## config.mk

```make
export PLATFORM = sky130hd
export DESIGN_NAME = ddi_ctrl_flat
export DESIGN_NICKNAME = d
export VERILOG_FILES = /design/src/rtl/ddi_pkg.sv /design/src/rtl/ddi_if.sv /design/src/rtl/ddi_ctrl.sv /design/src/rtl/ddi_tmr.sv /design/src/flat_wrapper.sv
export VERILOG_INCLUDE_DIRS = /design/src /design/src/rtl
export SDC_FILE = /design/constraint.sdc
export NUM_CORES = 1
export LEC_CHECK = 0
export ABC_AREA = 1
export BUFFER_PORTS_ARGS = -buffer_cell sky130_fd_sc_hd__buf_2
export CORE_MARGIN = 4
export CORE_UTILIZATION = 48
export CTS_BUF_LIST = sky130_fd_sc_hd__clkbuf_8
export CTS_CLUSTER_SIZE = 25
export DETAILED_ROUTE_END_ITERATION = 10
export PLACE_DENSITY_LB_ADDON = 0.1
export REMOVE_ABC_BUFFERS = 1
export SYNTH_ARGS = -nofsm -noshare
export SYNTH_HDL_FRONTEND = slang
export SYNTH_SLANG_ARGS = --single-unit
```

## constraint.sdc

```tcl
create_clock -name MCLK_IN -period 1.98 [get_ports MCLK_IN]
set_input_delay 0.198 -clock MCLK_IN [delete_from_list [all_inputs] [get_ports MCLK_IN]]
set_output_delay 0.198 -clock MCLK_IN [all_outputs]
set_load 0.05 [all_outputs]
```

## src/rtl/ddi_cfg.svh

```systemverilog
// Timing counts, register offsets and field positions for the DDR3 init
// controller and its memory-device end.
// Assumes a 125 MHz system clock on both ends.
`ifndef DDI_CFG_SVH
`define DDI_CFG_SVH

// ----------------------------------------------------------------------
// Clocking
// ----------------------------------------------------------------------
`define DDI_CLK_NS 8
`define DDI_CK_DIV 2
`define DDI_CYC_UP(ns) (((ns) + `DDI_CLK_NS - 1) / `DDI_CLK_NS)
`define DDI_CYC_DN(ns) ((ns) / `DDI_CLK_NS)

// ----------------------------------------------------------------------
// Timing figures (times in ns, others in link clock cycles)
// ----------------------------------------------------------------------
`define DDI_T_RST_NS 200000
`define DDI_T_CKEL_NS 500000
`define DDI_T_XPR_NS 170
`define DDI_NCK_MRD 4
`define DDI_NCK_MOD 12
`define DDI_NCK_DLLK 512
`define DDI_NCK_ZQINIT 512

// ----------------------------------------------------------------------
// Register port offsets and control fields
// ----------------------------------------------------------------------
`define DDI_RA_CTRL 3'h0
`define DDI_RA_MR0 3'h1
`define DDI_RA_STAT 3'h5
`define DDI_CTRL_INIT 0
`define DDI_CTRL_VSW 1
`define DDI_CTRL_VOK 2
`define DDI_CTRL_UMRS 3
`define DDI_CTRL_TGT 4
`define DDI_CTRL_ODT 6
`define DDI_MR_RST 14'h0000

// ----------------------------------------------------------------------
// Address fields
// ----------------------------------------------------------------------
`define DDI_DLLRST_BIT 8
`define DDI_ZQL_BIT 10

`endif

```

## src/rtl/ddi_pkg.sv

```systemverilog
// Types shared by both ends of the DDR3 init link.
// Assumes nothing beyond a SystemVerilog compiler.
package ddi_pkg;

  // Command pins {cs_n, ras_n, cas_n, we_n}
  typedef enum logic [3:0] {
    DDI_CMD_MRS = 4'h0,
    DDI_CMD_ZQCL = 4'h6,
    DDI_CMD_NOP = 4'h7,
    DDI_CMD_DES = 4'hf
  } ddi_cmd_t;

  // Controller sequence states
  typedef enum logic [3:0] {
    DDI_ST_BOOT = 4'h0,
    DDI_ST_RST = 4'h1,
    DDI_ST_CKEL = 4'h2,
    DDI_ST_XPR = 4'h3,
    DDI_ST_MRS = 4'h4,
    DDI_ST_MRW = 4'h5,
    DDI_ST_ZQ = 4'h6,
    DDI_ST_ZQW = 4'h7,
    DDI_ST_RDY = 4'h8,
    DDI_ST_VSW = 4'h9,
    DDI_ST_UMW = 4'ha
  } ddi_state_t;

endpackage

```

## src/rtl/ddi_if.sv

```systemverilog
// Command and control pins between the init controller and the memory.
// Assumes the controller drives every pin; the memory only listens.
`timescale 1ns/10ps
interface ddi_if;
  logic ck;
  logic reset_n;
  logic cke;
  logic odt;
  logic [3:0] cmd;
  logic [2:0] ba;
  logic [13:0] a;

  // Controller drives all pins
  modport ctrl (output ck, reset_n, cke, odt, cmd, ba, a);
  // Memory device samples all pins
  modport dev (input ck, reset_n, cke, odt, cmd, ba, a);
endinterface

```

## src/rtl/ddi_ctrl.sv

```systemverilog
// Init controller end: drives reset, CKE, ODT and commands to a DDR3
// device, runs power-up, supply-switch and single mode-register writes.
// Assumes a 125 MHz MCLK_IN; the link clock CK is MCLK_IN divided by two.
`include "ddi_cfg.svh"
`timescale 1ns/10ps
module ddi_ctrl
  import ddi_pkg::*;
#(
  parameter int RST_CYC = `DDI_CYC_UP(`DDI_T_RST_NS),
  parameter int CKEL_CYC = `DDI_CYC_UP(`DDI_T_CKEL_NS) - `DDI_CK_DIV
)
(
  // Clock and reset
  input wire logic MCLK_IN,
  input wire logic RSTN_IN,
  // Register port
  input wire logic [2:0] ADDR_IN,
  input wire logic [15:0] WDATA_IN,
  input wire logic WR_IN,
  input wire logic RD_IN,
  output logic [15:0] RDATA_OUT,
  // Status
  output logic READY_OUT,
  // Memory link
  ddi_if.ctrl link
);

  // ----------------------------------------------------------------------
  // Wait counts in system clock cycles
  // ----------------------------------------------------------------------
  localparam int XPR_CYC = `DDI_CYC_UP(`DDI_T_XPR_NS);
  localparam int MRD_CYC = `DDI_NCK_MRD * `DDI_CK_DIV;
  localparam int MOD_CYC = `DDI_NCK_MOD * `DDI_CK_DIV;
  localparam int LOCK_CYC = ((`DDI_NCK_DLLK > `DDI_NCK_ZQINIT) ?
    `DDI_NCK_DLLK : `DDI_NCK_ZQINIT) * `DDI_CK_DIV;

  ddi_state_t state_reg, state_next;
  logic [1:0] step_reg, step_next;
  logic ck_reg, rstn_reg, rstn_next, cke_reg, cke_next, odt_reg;
  logic [3:0] cmd_reg, cmd_next;
  logic [2:0] ba_reg, ba_next;
  logic [13:0] a_reg, a_next;
  logic [13:0] mr_reg [4];
  logic init_req_reg, vsw_req_reg, vok_reg, umrs_req_reg, odt_en_reg;
  logic [1:0] tgt_reg;
  logic [1:0] mr_sel;
  logic last_step, tmr_load, tmr_done, wr_ctrl, taking;
  logic [16:0] tmr_val;

  // ----------------------------------------------------------------------
  // Link clock divider
  // ----------------------------------------------------------------------
  // Pins other than ODT change only when CK falls, so the memory sees them settled
  always_ff @(posedge MCLK_IN or negedge RSTN_IN)
  begin
    if (!RSTN_IN)
      ck_reg <= 1'b0;
    else
      ck_reg <= ~ck_reg;
  end

  // ----------------------------------------------------------------------
  // Sequence control
  // ----------------------------------------------------------------------
  ddi_tmr u_tmr
  (
    .clk_in(MCLK_IN),
    .rstn_in(RSTN_IN),
    .load_in(tmr_load),
    .val_in(tmr_val),
    .en_in(1'b1),
    .done_out(tmr_done)
  );

  // Fixed init order of mode registers
  assign mr_sel = (step_reg == 2'h0) ? 2'h2 : (step_reg == 2'h1) ? 2'h3 :
    (step_reg == 2'h2) ? 2'h1 : 2'h0;
  assign last_step = (step_reg == 2'h3);
  assign wr_ctrl = WR_IN && (ADDR_IN == `DDI_RA_CTRL);
  assign taking = ck_reg && !wr_ctrl;

  // Next state, pin values and timer loads; acts once per CK period
  always_comb
  begin
    state_next = state_reg;
    step_next = step_reg;
    rstn_next = rstn_reg;
    cke_next = cke_reg;
    cmd_next = DDI_CMD_NOP;
    ba_next = ba_reg;
    a_next = a_reg;
    tmr_load = 1'b0;
    tmr_val = 17'h00000;
    if (taking && init_req_reg)
    begin
      state_next = DDI_ST_BOOT;
    end
    else if (taking)
    begin
      unique case (state_reg)
        DDI_ST_BOOT:
        begin
          rstn_next = 1'b0;
          cke_next = 1'b0;
          cmd_next = DDI_CMD_DES;
          tmr_load = 1'b1;
          tmr_val = 17'(RST_CYC);
          state_next = DDI_ST_RST;
        end
        DDI_ST_RST:
        begin
          cmd_next = DDI_CMD_DES;
          if (tmr_done)
          begin
            rstn_next = 1'b1;
            tmr_load = 1'b1;
            tmr_val = 17'(CKEL_CYC);
            state_next = DDI_ST_CKEL;
          end
        end
        DDI_ST_CKEL:
        begin
          if (tmr_done)
          begin
            cke_next = 1'b1;
            tmr_load = 1'b1;
            tmr_val = 17'(XPR_CYC);
            state_next = DDI_ST_XPR;
          end
        end
        DDI_ST_XPR:
        begin
          step_next = 2'h0;
          if (tmr_done)
            state_next = DDI_ST_MRS;
        end
        DDI_ST_MRS:
        begin
          cmd_next = DDI_CMD_MRS;
          ba_next = {1'b0, mr_sel};
          a_next = mr_reg[mr_sel];
          if (mr_sel == 2'h0)
            a_next[`DDI_DLLRST_BIT] = 1'b1;
          tmr_load = 1'b1;
          tmr_val = last_step ? 17'(MOD_CYC) : 17'(MRD_CYC);
          state_next = DDI_ST_MRW;
        end
        DDI_ST_MRW:
        begin
          if (tmr_done && last_step)
            state_next = DDI_ST_ZQ;
          else if (tmr_done)
          begin
            step_next = step_reg + 2'h1;
            state_next = DDI_ST_MRS;
          end
        end
        DDI_ST_ZQ:
        begin
          cmd_next = DDI_CMD_ZQCL;
          a_next = 14'h0000;
          a_next[`DDI_ZQL_BIT] = 1'b1;
          tmr_load = 1'b1;
          tmr_val = 17'(LOCK_CYC);
          state_next = DDI_ST_ZQW;
        end
        DDI_ST_ZQW:
        begin
          if (tmr_done)
            state_next = DDI_ST_RDY;
        end
        DDI_ST_RDY:
        begin
          // Idle here means no bursts and all banks precharged
          if (vsw_req_reg)
            state_next = DDI_ST_VSW;
          else if (umrs_req_reg)
          begin
            cmd_next = DDI_CMD_MRS;
            ba_next = {1'b0, tgt_reg};
            a_next = mr_reg[tgt_reg];
            tmr_load = 1'b1;
            tmr_val = 17'(MOD_CYC);
            state_next = DDI_ST_UMW;
          end
        end
        DDI_ST_VSW:
        begin
          // NOPs only until software reports the new supply stable
          if (vok_reg)
          begin
            step_next = 2'h3;
            state_next = DDI_ST_MRS;
          end
        end
        DDI_ST_UMW:
        begin
          if (tmr_done)
            state_next = DDI_ST_RDY;
        end
        default:
          state_next = DDI_ST_BOOT;
      endcase
    end
  end

  // State registers
  always_ff @(posedge MCLK_IN or negedge RSTN_IN)
  begin
    if (!RSTN_IN)
    begin
      state_reg <= DDI_ST_BOOT;
      step_reg <= 2'h0;
    end
    else
    begin
      state_reg <= state_next;
      step_reg <= step_next;
    end
  end

  // ----------------------------------------------------------------------
  // Link pins
  // ----------------------------------------------------------------------
  // CKE drops again only when a re-init passes DDI_ST_BOOT, so power-down cannot follow an MRS early
  always_ff @(posedge MCLK_IN or negedge RSTN_IN)
  begin
    if (!RSTN_IN)
    begin
      rstn_reg <= 1'b0;
      cke_reg <= 1'b0;
      odt_reg <= 1'b0;
      cmd_reg <= DDI_CMD_DES;
      ba_reg <= 3'h0;
      a_reg <= 14'h0000;
    end
    else
    begin
      rstn_reg <= rstn_next;
      cke_reg <= cke_next;
      odt_reg <= odt_en_reg && (state_next == DDI_ST_RDY) &&
        (state_reg == DDI_ST_RDY);
      cmd_reg <= ck_reg ? cmd_next : cmd_reg;
      ba_reg <= ba_next;
      a_reg <= a_next;
    end
  end

  assign link.ck = ck_reg;
  assign link.reset_n = rstn_reg;
  assign link.cke = cke_reg;
  assign link.odt = odt_reg;
  assign link.cmd = cmd_reg;
  assign link.ba = ba_reg;
  assign link.a = a_reg;

  // ----------------------------------------------------------------------
  // Register port
  // ----------------------------------------------------------------------
  // Requests are sticky; a write that sets one wins over its clear
  always_ff @(posedge MCLK_IN or negedge RSTN_IN)
  begin
    if (!RSTN_IN)
    begin
      init_req_reg <= 1'b0;
      vsw_req_reg <= 1'b0;
      vok_reg <= 1'b0;
      umrs_req_reg <= 1'b0;
      tgt_reg <= 2'h0;
      odt_en_reg <= 1'b0;
    end
    else if (wr_ctrl)
    begin
      init_req_reg <= init_req_reg | WDATA_IN[`DDI_CTRL_INIT];
      vsw_req_reg <= vsw_req_reg | WDATA_IN[`DDI_CTRL_VSW];
      vok_reg <= vok_reg | WDATA_IN[`DDI_CTRL_VOK];
      umrs_req_reg <= umrs_req_reg | WDATA_IN[`DDI_CTRL_UMRS];
      tgt_reg <= WDATA_IN[`DDI_CTRL_TGT +: 2];
      odt_en_reg <= WDATA_IN[`DDI_CTRL_ODT];
    end
    else if (ck_reg)
    begin
      if (init_req_reg)
        init_req_reg <= 1'b0;
      if (state_reg == DDI_ST_RDY && vsw_req_reg)
        vsw_req_reg <= 1'b0;
      else if (state_reg == DDI_ST_RDY)
        umrs_req_reg <= 1'b0;
      if (state_reg == DDI_ST_VSW && vok_reg)
        vok_reg <= 1'b0;
    end
  end

  // Mode register images, one word each
  always_ff @(posedge MCLK_IN or negedge RSTN_IN)
  begin
    if (!RSTN_IN)
      mr_reg <= '{default: `DDI_MR_RST};
    else if (WR_IN && ADDR_IN >= `DDI_RA_MR0 && ADDR_IN < `DDI_RA_STAT)
      mr_reg[2'(ADDR_IN - `DDI_RA_MR0)] <= WDATA_IN[13:0];
  end

  // Read data stands in the cycle after the strobe only
  always_ff @(posedge MCLK_IN or negedge RSTN_IN)
  begin
    if (!RSTN_IN)
    begin
      RDATA_OUT <= 16'h0000;
      READY_OUT <= 1'b0;
    end
    else
    begin
      READY_OUT <= (state_next == DDI_ST_RDY);
      if (!RD_IN)
        RDATA_OUT <= 16'h0000;
      else if (ADDR_IN == `DDI_RA_STAT)
        RDATA_OUT <= {10'h000, step_reg, state_reg};
      else if (ADDR_IN >= `DDI_RA_MR0 && ADDR_IN < `DDI_RA_STAT)
        RDATA_OUT <= {2'h0, mr_reg[2'(ADDR_IN - `DDI_RA_MR0)]};
      else if (ADDR_IN == `DDI_RA_CTRL)
        RDATA_OUT <= {9'h000, odt_en_reg, tgt_reg, umrs_req_reg, vok_reg,
          vsw_req_reg, init_req_reg};
      else
        RDATA_OUT <= 16'h0000;
    end
  end

endmodule // ddi_ctrl

```

## src/rtl/ddi_tmr.sv

```systemverilog
// Down-counter for wait intervals, shared by both ends.
// Assumes load and en come from logic on the same clock.
`timescale 1ns/10ps
module ddi_tmr
(
  // Clock and reset
  input wire logic clk_in,
  input wire logic rstn_in,
  // Control
  input wire logic load_in,
  input wire logic [16:0] val_in,
  input wire logic en_in,
  // Status
  output logic done_out
);

  logic [16:0] cnt_reg;

  // Load wins over counting so a restart is never lost
  always_ff @(posedge clk_in or negedge rstn_in)
  begin
    if (!rstn_in)
      cnt_reg <= 17'h00000;
    else if (load_in)
      cnt_reg <= val_in;
    else if (en_in && cnt_reg != 17'h00000)
      cnt_reg <= cnt_reg - 17'h00001;
  end

  assign done_out = (cnt_reg == 17'h00000);

endmodule // ddi_tmr

```

## src/flat_wrapper.sv

```systemverilog
// flat-port wrapper written by rule: the top's interface ports become plain ports
module ddi_ctrl_flat import ddi_pkg::*;
#(
  parameter int RST_CYC = `DDI_CYC_UP(`DDI_T_RST_NS),
  parameter int CKEL_CYC = `DDI_CYC_UP(`DDI_T_CKEL_NS) - `DDI_CK_DIV
)
  (MCLK_IN, RSTN_IN, ADDR_IN, WDATA_IN, WR_IN, RD_IN, RDATA_OUT, READY_OUT, link_ck, link_reset_n, link_cke, link_odt, link_cmd, link_ba, link_a);
  ddi_if link_i ();
  input wire logic MCLK_IN;
  input wire logic RSTN_IN;
  input wire logic [2:0] ADDR_IN;
  input wire logic [15:0] WDATA_IN;
  input wire logic WR_IN;
  input wire logic RD_IN;
  output logic [15:0] RDATA_OUT;
  output logic READY_OUT;
  output wire logic [$bits(link_i.ck)-1:0] link_ck;
  output wire logic [$bits(link_i.reset_n)-1:0] link_reset_n;
  output wire logic [$bits(link_i.cke)-1:0] link_cke;
  output wire logic [$bits(link_i.odt)-1:0] link_odt;
  output wire logic [$bits(link_i.cmd)-1:0] link_cmd;
  output wire logic [$bits(link_i.ba)-1:0] link_ba;
  output wire logic [$bits(link_i.a)-1:0] link_a;
  assign link_ck = link_i.ck;
  assign link_reset_n = link_i.reset_n;
  assign link_cke = link_i.cke;
  assign link_odt = link_i.odt;
  assign link_cmd = link_i.cmd;
  assign link_ba = link_i.ba;
  assign link_a = link_i.a;
  ddi_ctrl #(.RST_CYC(RST_CYC), .CKEL_CYC(CKEL_CYC)) u_core (.MCLK_IN(MCLK_IN), .RSTN_IN(RSTN_IN), .ADDR_IN(ADDR_IN), .WDATA_IN(WDATA_IN), .WR_IN(WR_IN), .RD_IN(RD_IN), .RDATA_OUT(RDATA_OUT), .READY_OUT(READY_OUT), .link(link_i));
endmodule
```

==> key figures <==
Status
  • Run status: completed

Global route
  • Gr ovfl total: 0
  • First-pass GRT wire length: 33,420 um
  • Total GRT Usage: 26.03%
  • Global routing's busiest layer: met2
  • GRT met3 Usage: 4.473%
  • GRT met1 Usage: 33.57%
  • Vias in the first global route: 6,623
  • Initial antenna violation count: 0
  • Largest net degree at the start of global routing: 45
  • Grt met2 use: 44.12%

Floorplanning
  • Die Span Y: 127.1 um
  • Core ar.: 13,880 um2
  • Cell Rows: 43
  • Boundary pin count: 65
  • Starting Density: 49.08%
  • Die area: 16,160 um2
  • Die width: 127.1 um

Synth
  • Synth top cells by count: nand2_1 (182), o21ai_0 (166), dfrtp_1 (121), nor2_1 (113), inv_1 (68)
  • Most common cell in the netlist: nand2_1
  • Flops & latches, synth: 124
  • Cells after synthesis: 893
  • Warnings from Yosys: 0
  • Syn avg cell area: 7.629 um2
  • Mapped Area: 6813 um2
  • Post-synth EDFFs: 0
  • Main synth FF type: dfrtp_1
  • Sequential area share after synthesis: 45.60%
  • Post-synth cell types: 40
  • Top cell type by total area after synthesis: dfrtp_1
  • Synth area leaders: dfrtp_1 (44%), o21ai_0 (12%), nand2_1 (10%)
  • Asr flop ratio synth: 100.0%
  • Share of the synthesized area in the top cell type: 44.44%

Layout
  • Seq. cell area: 3108 um2
  • Area occupied by multi-input gates: 3252 um2
  • # fillers: 1,295
  • # nets final: 1,012
  • Antenna cells: 0
  • Share of cells above drive strength 1: 19.15%
  • Max reg flops: 56
  • Layout area overhead: 18.33%

Place
  • I/O Buffers: 59
  • Detailed Place HPWL: 14,080 um
  • GPL Wtd Cong: 0.9203

Detailed routing
  • Via density: 5.684
  • DRC errors left: 0
  • Antenna Nets Post-Route: 0
  • Pre-antenna DRT Iters: 6
  • Drt total wl: 20,390 um
  • Vias: 6,662
  • Number of DRC markers in iteration 0: 751
  • Wire length per cell: 17.40 um

STA
  • Slew at the pin with the worst max-slew slack: 0.5742 ns
  • Final Hold Vio Count: 0
  • Min cycle time layout: 1.924 ns
  • Max Slew Vio Count: 0
  • Slew headroom: 61.72%
  • F_max: 519.7 MHz
  • Final Cycle Share: 97.17%
  • Finish-stage setup viols: 0
  • Setup TNS: 0 ns
  • Worst Skew: 0.009827 ns
  • Unrepaired setup endpoints after global routing: true

Worst setup path
  • Largest stage delay, worst path: 0.39 ns
  • Worst Setup Start Kind: flop
  • Delay-heaviest family, CP: simple AND/OR/NAND/NOR gates
  • CP max FO: 10
  • Critical-path cell list: inv_2, ha_1, inv_1, nor2_2, nand2_1, nor2_1, nand2_2, nor2_2, nor2_1, nand3_2, nand2_4, inv_8, nor2_4, a21oi_1
  • Critical Path Sink Type: flop
  • Crit path buffers/inverters: 3
  • Worst EP required: 2.30 ns
  • Slowest cell on the critical path: dfrtp_1
  • Crit Path Category: reg2reg
  • Setup crit start: u_core.u_tmr.cnt_reg[1]
  • Critical path arrival: 2.24 ns
  • R2R Path Start: u_core.u_tmr.cnt_reg[1]

Power and ir drop
  • Maximum vdd ir drop: 0.0006915 V
  • Power Density: 1297 nW/um2
  • Static leakage: 3.987 nW
  • Pwr Total: 10.46 mW

Clocking
  • Max Root-Sink Buffers: 2
  • Clk Latency, worst-skew pair: 0.45 ns
  • H-Tree Depth: 4
  • Cts bufs inserted: 17
  • Root Driver: clkbuf_8
  • CTS tree: yes
  • CTS sink cnt: 124
  • Clock transition at path regs: 0.07 ns

Min path
  • Min-delay src: WDATA_IN[7]
  • Worst hold path type: in2reg

Run
  • Max cap viols: 0
==> power by group <==
part,internal [mW],switching [mW],leakage (nW)
Sequential,3.13,0.514,1.57
Combinational,1.67,3.01,2.24
Clock,1.11,1.03,0.185
==> cell type report <==
class | count | share of cell area, %
multi-input cells | 648 | 40.34
clock inverters | 11 | 1.149
inverters | 77 | 3.678
repair buffers | 111 | 9.902
flip-flops and latches | 124 | 38.55
well taps | 180 | 2.794
clock buffers | 21 | 3.585
==> per-layer routing <==
layer  part of all wire [%]  wire (um)  up-vias
met4                    2.3        468        0
met3                    6.3       1289       46
li1                       -          -     3132
met2                     49      10060      287
met5                      0          0        -
met1                     42       8573     3197
==> worst min-delay path, cell delays in order <==
cell	delay, ns
buf_2	0.09
inv_1	0.07
o21ai_0	0.08
==> cell families after synthesis <==
kind of cell    Yosys count  share of synthesized area [%]
simple gates            350                          21.12
flops                   124                          45.60
buf+inv                 123                          7.603
fa+ha+maj                10                          1.837
other cells               1                        0.05504
compound gates          275                          22.50
xor+xnor                 10                          1.286
==> path summary, 6_finish.rpt <==
| kind | slack (ns) | cells past startpoint | endpoint |
|---|---|---|---|
| max | 0.06 | 14 | u_core.u_tmr.cnt_reg[7] |
| min | 0.05 | 3 | u_core.mr_reg[35] |
| max reg2reg | 0.06 | 14 | u_core.u_tmr.cnt_reg[7] |
| min reg2reg | 0.48 | 2 | u_core.link.a[13] |
| max in group asynchronous | 1.03 | 3 | u_core.mr_reg[55] |
| min in group asynchronous | 0.29 | 2 | u_core.state_reg[1] |
==> metrics by stage <==
step                      std cells  setup slack, ns  util [%]  instance area [um2]  hold WS (ns)
after floorplan                 849          -0.1807         -                 6594      -0.09759
after global placement         1135          0.05257     54.53                 7570        0.2153
after detailed placement       1135          0.05455     54.53                 7570        0.2313
after CTS                      1168          0.04497     57.36                 7961       0.02538
after global routing           1172         -0.04446     58.08                 8061       0.04109
final                          1172          0.05594     58.08                 8061       0.04670
==> repair_timing <==
| item | 4_1_cts | 5_1_grt |
|---|---|---|
| hold buffers | 1 | 0 |
| setup buffers | 0 | 4 |
| resized for setup | 0 | 25 |
| hold endpoints to repair | 36 | 0 |
| endpoints found under the setup margin | 0 | 22 |
==> cell usage in the layout, fill, tap and decap left out, types with 10 or more instances in the layout <==
master    synthesis  layout
inv_1            68      67
dfrtp_1         121     120
a22o_1           12      12
buf_4             5      42
nand3_1          24      23
buf_2            10      58
clkbuf_8          0      21
nor2_1          113     108
ha_1             10      10
nand2_1         182     181
o21ai_0         166     163
a21oi_1          50      46
o22ai_1          30      30
nand2_2          11      11
No activity file was read; power rests on OpenSTA's default activity.
